File: src/logic/fold_pkg.sv
// Shared constants, register map and carrier types of the folded flow front end
package fold_pkg;

	// ------------------------------------------------------------
	// Widths and sizes
	// ------------------------------------------------------------
	localparam int DATA_W     = 16;
	localparam int CH_W       = 2;
	localparam int NUM_CH     = 4;
	localparam int FIFO_DEPTH = 32;
	localparam int ADDR_W     = 8;
	localparam int CYC_W      = 8;

	// ------------------------------------------------------------
	// Register offsets (byte addresses)
	// ------------------------------------------------------------
	localparam logic [ADDR_W-1:0] OFS_CTRL   = 8'h00;
	localparam logic [ADDR_W-1:0] OFS_TIMING = 8'h04;
	localparam logic [ADDR_W-1:0] OFS_STATUS = 8'h08;
	localparam logic [3:0]        CHAN_PAGE  = 4'h1;

	// ------------------------------------------------------------
	// Field positions
	// ------------------------------------------------------------
	localparam int CTRL_PSO_BIT  = 0;
	localparam int CTRL_HOLD_BIT = 1;
	localparam int CTRL_CHN_LSB  = 2;
	localparam int TIM_OP_LSB    = 0;
	localparam int TIM_MAX_LSB   = 8;
	localparam int STAT_IDLE_BIT = 0;
	localparam int STAT_EMPTY    = 1;
	localparam int STAT_FULL     = 2;
	localparam int STAT_LATE     = 3;
	localparam int STAT_DROP     = 4;
	localparam int STAT_LVL_LSB  = 8;

	// ------------------------------------------------------------
	// Reset values
	// ------------------------------------------------------------
	localparam logic             RST_PSO       = 1'b1;
	localparam logic             RST_HOLD      = 1'b0;
	localparam logic [CH_W-1:0]  RST_CHN       = 2'h0;
	localparam logic [CYC_W-1:0] RST_OP_CYCLES = 8'h04;
	localparam logic [CYC_W-1:0] RST_MAX_LAT   = 8'h10;

	// ------------------------------------------------------------
	// Types
	// ------------------------------------------------------------
	typedef enum logic [1:0] {
		ST_IDLE = 2'b00,
		ST_BUSY = 2'b01
	} proc_e;

	typedef struct packed {
		logic [CH_W-1:0]   ch;
		logic [DATA_W-1:0] data;
	} sample_s;

endpackage

File: src/logic/fifo_buf.sv
// Result FIFO with registered read data and honest full and empty
`timescale 1ns/1ps
`default_nettype none
module fifo_buf #(
	parameter int W     = 18,
	parameter int DEPTH = 32
) (
	input  wire logic                     mclk,      // Core clock
	input  wire logic                     rst_n,     // Sync reset, low
	input  wire logic                     in_valid,  // Write request
	output logic                          in_ready,  // Room for a word
	input  wire logic [W-1:0]             in_data,   // Write data
	output logic                          out_valid, // Read word present
	input  wire logic                     out_ready, // Reader takes word
	output logic [W-1:0]                  out_data,  // Registered word
	output logic [$clog2(DEPTH)+1:0]      level      // Words held
);
	localparam int AW = $clog2(DEPTH);
	localparam logic [AW:0] CNT_FULL = (AW+1)'(DEPTH);

	typedef struct packed {
		logic [DEPTH-1:0][W-1:0] mem;
		logic [AW-1:0]           wp;
		logic [AW-1:0]           rp;
		logic [AW:0]             cnt;
		logic                    ov;
		logic [W-1:0]            od;
	} fifo_s;

	fifo_s s;
	fifo_s next_s;
	logic  push;
	logic  load;

	// ------------------------------------------------------------
	// Next state: memory plus one output register
	// ------------------------------------------------------------
	always_comb
	begin
		next_s = s;
		push = in_valid && (s.cnt != CNT_FULL);
		load = (s.cnt != '0) && (!s.ov || out_ready);
		if (push)
		begin
			next_s.mem[s.wp] = in_data;
			next_s.wp = s.wp + AW'(1);
		end
		// Output register refills in the cycle it is taken
		if (load)
		begin
			next_s.od = s.mem[s.rp];
			next_s.rp = s.rp + AW'(1);
			next_s.ov = 1'b1;
		end
		else if (s.ov && out_ready)
		begin
			next_s.ov = 1'b0;
		end
		if (push && !load)
			next_s.cnt = s.cnt + (AW+1)'(1);
		else if (load && !push)
			next_s.cnt = s.cnt - (AW+1)'(1);
	end

	// State register
	always_ff @(posedge mclk)
	begin
		if (!rst_n)
			s <= '0;
		else
			s <= next_s;
	end

	// Outputs; full counts memory words only, so room is exact
	assign in_ready  = (s.cnt != CNT_FULL);
	assign out_valid = s.ov;
	assign out_data  = s.od;
	assign level     = {1'b0, s.cnt} + {{(AW+1){1'b0}}, s.ov};

endmodule
`default_nettype wire

File: src/logic/fold_flow.sv
// Flow control and packet sequencing front end of a folded datapath
// Notes on behaviour
// RULE1 - Ready high while the shared engine idles; here ready also needs room in the result FIFO
// RULE2 - Idle after reset and after each sample
// RULE3 - Source pulses start only on first cycle
// RULE4 - Start strobe while busy is ignored
// RULE5 - Busy, ready low, from cycle after accept
// RULE6 - Multichannel always uses start strobe both sides
// RULE7 - Valid mode never starts on low valid
// RULE8 - Unheld output: data only in result cycle
// RULE9 - Held output keeps result until next
// RULE10 - Each packet finishes within maximum latency
// RULE11 - Stored state kept separate per channel
// RULE12 - Channel state changes only when processed
//
// Decided for this implementation: the address-and-strobe port and the address map.
`timescale 1ns/1ps
`default_nettype none
module fold_flow (
	input  wire logic                       mclk,              // 250 MHz
	input  wire logic                       rst_n,             // Sync, low
	input  wire logic [fold_pkg::ADDR_W-1:0] reg_addr,         // Byte addr
	input  wire logic [31:0]                reg_wdata,         // Write data
	input  wire logic                       reg_wr,            // Write strobe
	input  wire logic                       reg_rd,            // Read strobe
	output logic [31:0]                     reg_rdata,         // Next cycle
	input  wire logic                       in_sop,            // Start strobe
	input  wire logic                       in_valid,          // Qualifier
	input  wire fold_pkg::sample_s          sample_input_port, // Ch + data
	output logic                            ready,             // Idle, FIFO room
	input  wire logic                       out_ready,         // Sink ready
	output logic                            out_sop,           // Start out
	output logic                            out_valid,         // Result pulse
	output fold_pkg::sample_s               sample_output_port // Ch + data
);
	localparam int DW  = fold_pkg::DATA_W;
	localparam int NCH = fold_pkg::NUM_CH;
	localparam int FW  = fold_pkg::CH_W + fold_pkg::DATA_W;
	localparam int LW  = $clog2(fold_pkg::FIFO_DEPTH) + 2;

	// ------------------------------------------------------------
	// State record
	// ------------------------------------------------------------
	typedef struct packed {
		fold_pkg::proc_e                  st;
		fold_pkg::sample_s                cur;
		logic [fold_pkg::CYC_W-1:0]       elapsed;
		logic [NCH-1:0][DW-1:0]           delay;
		logic                             pso;
		logic                             hold;
		logic [fold_pkg::CH_W-1:0]        chn;
		logic [fold_pkg::CYC_W-1:0]       op_cycles;
		logic [fold_pkg::CYC_W-1:0]       max_lat;
		logic                             late;
		logic                             drop;
		logic [31:0]                      rdata;
		logic                             ovalid;
		logic                             osop;
		fold_pkg::sample_s                odata;
	} flow_s;

	flow_s             s;
	flow_s             next_s;
	logic              eff_pso;
	logic              strobe_ok;
	logic              ch_ok;
	logic              accept;
	logic              finish;
	logic              cut_short;
	logic              fifo_in_ready;
	logic              fifo_out_valid;
	logic [FW-1:0]     fifo_out_data;
	logic [LW-1:0]     fifo_level;
	fold_pkg::sample_s result;
	fold_pkg::sample_s popped;
	logic [31:0]       status_word;

	// ------------------------------------------------------------
	// Acceptance decode
	// ------------------------------------------------------------
	// More than one channel forces start-strobe framing
	assign eff_pso = s.pso || (s.chn != '0); // see RULE6
	// Valid mode only starts on a qualified sample
	assign strobe_ok = eff_pso ? in_sop : in_valid; // see RULE7
	assign ch_ok = (sample_input_port.ch <= s.chn);
	// Ready needs an idle engine and a free slot for the result
	assign ready = (s.st == fold_pkg::ST_IDLE) && fifo_in_ready; // see RULE1
	// Busy engine never takes a strobe
	assign accept = ready && strobe_ok && ch_ok; // see RULE4

	// ------------------------------------------------------------
	// Completion and result
	// ------------------------------------------------------------
	// Ends at the op length, or is cut at the latency limit
	assign cut_short = ({1'b0, s.elapsed} + 9'h001) >= {1'b0, s.max_lat};
	assign finish = (s.st == fold_pkg::ST_BUSY) &&
		(((({1'b0, s.elapsed} + 9'h001) >= {1'b0, s.op_cycles})) ||
		cut_short); // see RULE10
	// Two-tap sum with the channel's own previous sample
	assign result.ch   = s.cur.ch;
	assign result.data = s.cur.data + s.delay[s.cur.ch]; // see RULE11
	assign popped      = fold_pkg::sample_s'(fifo_out_data);

	// Status word as seen by software
	always_comb
	begin
		status_word = '0;
		status_word[fold_pkg::STAT_IDLE_BIT] = (s.st == fold_pkg::ST_IDLE);
		status_word[fold_pkg::STAT_EMPTY] = (fifo_level == '0);
		status_word[fold_pkg::STAT_FULL] = !fifo_in_ready;
		status_word[fold_pkg::STAT_LATE] = s.late;
		status_word[fold_pkg::STAT_DROP] = s.drop;
		status_word[fold_pkg::STAT_LVL_LSB +: LW] = fifo_level;
	end

	// ------------------------------------------------------------
	// Next state
	// ------------------------------------------------------------
	always_comb
	begin
		next_s = s;
		next_s.rdata = '0;
		next_s.ovalid = 1'b0;
		next_s.osop = 1'b0;
		// Register writes
		if (reg_wr)
		begin
			case (reg_addr)
				fold_pkg::OFS_CTRL:
				begin
					next_s.pso  = reg_wdata[fold_pkg::CTRL_PSO_BIT];
					next_s.hold = reg_wdata[fold_pkg::CTRL_HOLD_BIT];
					next_s.chn  =
						reg_wdata[fold_pkg::CTRL_CHN_LSB +: fold_pkg::CH_W];
				end
				fold_pkg::OFS_TIMING:
				begin
					next_s.op_cycles =
						reg_wdata[fold_pkg::TIM_OP_LSB +: fold_pkg::CYC_W];
					next_s.max_lat =
						reg_wdata[fold_pkg::TIM_MAX_LSB +: fold_pkg::CYC_W];
				end
				fold_pkg::OFS_STATUS:
				begin
					// Write one to clear; a new event below still wins
					if (reg_wdata[fold_pkg::STAT_LATE])
						next_s.late = 1'b0;
					if (reg_wdata[fold_pkg::STAT_DROP])
						next_s.drop = 1'b0;
				end
				default:
				begin
					next_s.late = s.late;
				end
			endcase
		end
		// Register reads, answered in the next cycle only
		if (reg_rd)
		begin
			if (reg_addr == fold_pkg::OFS_CTRL)
				next_s.rdata = {28'h0000000, s.chn, s.hold, s.pso};
			else if (reg_addr == fold_pkg::OFS_TIMING)
				next_s.rdata = {16'h0000, s.max_lat, s.op_cycles};
			else if (reg_addr == fold_pkg::OFS_STATUS)
				next_s.rdata = status_word;
			else if (reg_addr[7:4] == fold_pkg::CHAN_PAGE)
				next_s.rdata = {16'h0000, s.delay[reg_addr[3:2]]};
			else
				next_s.rdata = '0;
		end
		// A strobe seen while the engine works is noted, not taken
		if (strobe_ok && (s.st == fold_pkg::ST_BUSY))
			next_s.drop = 1'b1; // see RULE4
		// Engine sequencing
		case (s.st)
			fold_pkg::ST_IDLE:
			begin
				next_s.elapsed = '0;
				if (accept)
				begin
					next_s.cur = sample_input_port;
					next_s.st  = fold_pkg::ST_BUSY; // see RULE5
				end
			end
			fold_pkg::ST_BUSY:
			begin
				if (finish)
				begin
					// Only the processed channel's tap moves
					next_s.delay[s.cur.ch] = s.cur.data; // see RULE12
					next_s.st = fold_pkg::ST_IDLE; // see RULE2
					if (cut_short && (s.op_cycles > s.max_lat))
						next_s.late = 1'b1;
				end
				else
				begin
					next_s.elapsed = s.elapsed + 8'h01;
				end
			end
			default:
			begin
				next_s.st = fold_pkg::ST_IDLE;
			end
		endcase
		// Output stage: one pulse per popped result
		if (fifo_out_valid && out_ready)
		begin
			next_s.ovalid = 1'b1;
			next_s.osop = eff_pso; // see RULE6
			next_s.odata = popped; // see RULE9
		end
		else if (!s.hold)
		begin
			// Unheld data reads zero outside its result cycle
			next_s.odata = '0; // see RULE8
		end
	end

	// ------------------------------------------------------------
	// State register
	// ------------------------------------------------------------
	always_ff @(posedge mclk)
	begin
		if (!rst_n)
		begin
			s <= '0;
			s.st <= fold_pkg::ST_IDLE;
			s.pso <= fold_pkg::RST_PSO;
			s.hold <= fold_pkg::RST_HOLD;
			s.chn <= fold_pkg::RST_CHN;
			s.op_cycles <= fold_pkg::RST_OP_CYCLES;
			s.max_lat <= fold_pkg::RST_MAX_LAT;
		end
		else
		begin
			s <= next_s;
		end
	end

	// ------------------------------------------------------------
	// Result buffer; room is checked at accept so a push never fails
	// ------------------------------------------------------------
	fifo_buf #(
		.W     (FW),
		.DEPTH (fold_pkg::FIFO_DEPTH)
	) u_fifo (
		.mclk      (mclk),
		.rst_n     (rst_n),
		.in_valid  (finish),
		.in_ready  (fifo_in_ready),
		.in_data   (result),
		.out_valid (fifo_out_valid),
		.out_ready (out_ready),
		.out_data  (fifo_out_data),
		.level     (fifo_level)
	);

	// Outputs from flip-flops
	assign reg_rdata          = s.rdata;
	assign out_valid          = s.ovalid;
	assign out_sop            = s.osop;
	assign sample_output_port = s.odata;

	// Helper: busy run length, independent of the engine counter
	logic [8:0] lat_cnt;
	always_ff @(posedge mclk)
	begin
		if (!rst_n || (s.st != fold_pkg::ST_BUSY))
			lat_cnt <= 9'h001;
		else
			lat_cnt <= lat_cnt + 9'h001;
	end
endmodule
`default_nettype wire

File: config.mk
export PLATFORM = sky130hd
export DESIGN_NAME = fold_flow
export DESIGN_NICKNAME = d
export VERILOG_FILES = /design/src/logic/fold_pkg.sv /design/src/logic/fifo_buf.sv /design/src/logic/fold_flow.sv
export SDC_FILE = /design/constraint.sdc
export NUM_CORES = 2
export LEC_CHECK = 0
export BUFFER_PORTS_ARGS = -buffer_cell sky130_fd_sc_hd__buf_2
export CAP_MARGIN = 25
export CORE_ASPECT_RATIO = 0.6
export CORE_UTILIZATION = 30
export CTS_BUF_LIST = sky130_fd_sc_hd__clkbuf_4
export CTS_CLUSTER_SIZE = 20
export DETAILED_ROUTE_END_ITERATION = 16
export PLACE_DENSITY = 0.47
export SYNTH_ARGS = -nofsm -noshare
export SYNTH_HDL_FRONTEND = slang
export SYNTH_SLANG_ARGS = --single-unit
File: constraint.sdc
create_clock -name mclk -period 10.5 [get_ports mclk]
set_input_delay 1.575 -clock mclk [delete_from_list [all_inputs] [get_ports mclk]]
set_output_delay 1.575 -clock mclk [all_outputs]
set_load 0.02 [all_outputs]
==> metrics.md <==
| Metric | Value |
|---|---|
| Syn. warnings | `0` |
| GR peak layer | `met1` |
| GRT Util Overall | `0.199` |
| RR Endpoint | `u_fifo.s[596]$_SDFFE_PN0P_` |
| Hold Path Depth | `2` |
| Die area | `between 100000 and 150000 sq um` |
| Mean Syn Cell Area | `around 9.6 sq um` |
| R2r setup slk | `5600 ps` |
| Synth area leaders | `dfxtp_1 44%, mux4_2 13%, o21ai_0 6.1%` |
| Clock buffer depth | `3` |
| Share of the synthesized area in the top cell type | `0.441` |
| GR Layer Usage met1 | `0.312` |
| Multi-input gate area | `~17000 sq um` |
| Post-CTS setup buffer count | `0` |
| Root buffer cell | `clkbuf_4` |
| RSZ-0062 raised after global routing | `false` |
| Vias per cell | `5.48` |
| Post-Syn Area | `about 35000 sq um` |
| I/O pins | `roughly 120` |
| Hold path startpoint | `u_fifo.s[160]$_SDFFE_PN0P_` |
| Worst IR Drop VDD | `0.0957 mV` |
| DRT Pass-1 Iters | `7` |
| CTS tree | `built` |
| Largest net degree at the start of global routing | `150` |
| Power Total | `roughly 6300 uW` |
| Met3 GRT Util | `0.0441` |
| TNS Setup | `0 ps` |
| Crit start category | `flop` |
| CP max FO | `56` |
| Final hold vios | `0` |
| Layout area overhead | `10.5%` |
| Routed WL | `between 100000 and 150000 microns` |
| Initial antenna violation count | `4` |
| Die W | `between 400 and 500 microns` |
| Most common cell after layout, fill and taps aside | `dfxtp_1` |
| TritonCTS sink count | `760` |
| Status | `finished clean` |
| CTS buffer count | `approximately 180` |
| Worst slew pin tran | `about 1100 ps` |
| Rows | `95` |
| Tmin final | `4900 ps` |
| Worst Hold Endpoint | `u_fifo.s[160]$_SDFFE_PN0P_` |
| Nets | `3664` |
| IO Port Bufs | `85` |
| Most frequent cells in the layout | `755 x dfxtp_1, 424 x o21ai_0, 316 x a21oi_1` |
| Total core area | `around 110000 sq um` |
| CP required | `approximately 12000 ps` |
| Seq/Total Area, Yosys | `0.441` |
| Initial core utilization | `0.305` |
| Post-synth ARST share | `0` |
| Post-route ant nets | `0` |
| Worst setup EP type | `flop` |
| WS Path Type | `flop to flop` |
| Max-slew violations | `0` |
| Relative slew margins | `0.258` |
| Leading area contributor after synthesis | `dfxtp_1` |
| Fillcell total | `11600` |
| Gp weighted congestion | `~0.80` |
| GR Util met2 | `0.265` |
| Synthesis-stage register bit count | `760` |
| FF-to-FF Start | `s[138]$_SDFFE_PN0P_` |
| Power Density | `approximately 160 nW/um^2` |
| Distinct cells, synth | `between 70 and 80` |
| Number of global-route vias before repair | `approximately 27000` |
| GRT overflow | `0` |
| CTS resizes | `0` |
| Max_cap viols | `0` |
| 1st-iter DRT viols | `2665` |
| Hold Crit Class | `flop to flop` |
| CTS Hold Buffers Added | `0` |
| H-tree lvl count | `4` |
| Clock transition at path regs | `about 70 ps` |
| Leakage power | `0.0131 uW` |
| DRC viols | `0` |
| Wirelength per Cell | `between 20 and 25 microns` |
| HPWL after DPL | `roughly 70000 microns` |
| Share of layout cells above drive strength 1 | `0.200` |
| Fmax achieved | `~200 MHz` |
| Final setup fails | `0` |
| Clock latency on the worst-skew pair | `1150 ps` |
| EDFF count, synth | `0` |
| Worst reg-to-reg path cell count | `14` |
| Routed via count | `roughly 28000` |
| First-pass GRT wire length | `approximately 180000 microns` |
| Arrival @ worst endpoint | `around 5900 ps` |
| Synth Instances | `3586` |
| Flip-flop and latch area | `between 15000 and 20000 sq um` |
| Crit share post-route | `0.467` |
| Worst Skew | `74.4 ps` |
| Post-synth top flop | `dfxtp_1` |
| Die Y | `~260 microns` |
==> per-stage QoR <==
stage	area (sq um)	utilization	hold slack [ps]	setup slack, ps	std cells
after floorplan	34600	-	425	6140	3601
after global placement	35800	0.317	440	5450	4850
after detailed placement	35900	0.318	444	5450	4858
after CTS	38100	0.337	453	5620	5151
after global routing	38200	0.338	467	5260	5160
final	38200	0.338	453	5600	5165
==> worst max path at each step <==
stage                              from                         end  depth (start not counted)
finish              s[138]$_SDFFE_PN0P_  u_fifo.s[596]$_SDFFE_PN0P_                         14
CTS                 s[138]$_SDFFE_PN0P_  u_fifo.s[596]$_SDFFE_PN0P_                         14
floorplan           s[138]$_SDFFE_PN0P_   u_fifo.s[24]$_SDFFE_PN0P_                         23
detailed placement                rst_n  u_fifo.s[317]$_SDFFE_PN0P_                          6
global route        s[138]$_SDFFE_PN0P_  u_fifo.s[596]$_SDFFE_PN0P_                         14
global placement                  rst_n  u_fifo.s[313]$_SDFFE_PN0P_                          6
==> cell usage after synthesis, drive strengths merged (11+ instances only) <==
master / count
o22ai: 17
nor2b: 25
o31ai: 19
a21boi: 14
a211oi: 96
o211ai: 177
mux4: 195
mux2: 35
mux2i: 96
buf: 155
clkbuf: 270
dfxtp: 760
xnor2: 24
a22o: 16
a21o: 11
nor2: 186
xor2: 15
nand3: 276
o21ai: 439
a21oi: 316
nor3: 24
inv: 34
ha: 54
nand2: 246
==> critical path, stage by stage, from the launching register on <==
cell,delay (ps)
dfxtp_1,430
ha_1,270
and3_1,230
nand3_1,140
xnor2_1,190
ha_1,310
o21a_1,110
o21ai_0,180
o311a_1,410
buf_4,250
a211oi_4,220
buf_4,410
buf_4,750
nand2_1,480
o21ai_0,290
==> per-layer routing <==
| layer | vias up | part of all wire | wire [microns] |
|---|---|---|---|
| met5 | - | 0 | 0 |
| met4 | 0 | 0.016 | 1850 |
| met3 | 139 | 0.084 | 9870 |
| met2 | 976 | 0.40 | 47100 |
| met1 | 14100 | 0.50 | 58900 |
| li1 | 13100 | - | - |
==> flip-flops by register name, indices dropped and copies added (netlist names) <==
signal	cells
sample_output_port	18
result	2
reg_rdata	16
s	111
u_fifo.s	592
u_fifo.out_data	18
out_sop	1
out_valid	1
u_fifo.out_valid	1
==> power by group <==
part	internal, uW	switching, uW	total (uW)	leakage, uW
Combinational	314	509	823	0.00571
Sequential	2910	106	3010	0.00613
Clock	1210	1240	2460	0.00131
Total	4430	1860	6290	0.0131
==> cell families (layout without fill, tap and decap cells) <==
family	count (synthesis)	in the layout	share of synthesized area
mux	326	326	0.166
flops	760	760	0.441
simple gates	800	800	0.104
fa+ha+maj	56	56	0.0207
other cells	1	27	0.000109
buf+inv	460	510	0.0598
xor+xnor	39	39	0.00989
compound gates	1144	1144	0.199
==> final cells by class <==
cell class / instances / share of cell area
Multi-Input combinational cell: 2381 / 0.458
Sequential cell: 760 / 0.399
Clock buffer: 258 / 0.0507
Tap cell: 1503 / 0.0493
Timing Repair Buffer: 182 / 0.0328
Clock inverter: 35 / 0.00623
Inverter: 35 / 0.00364
Antenna cell: 11 / 0.000721
(Power assumes the default switching activity.)
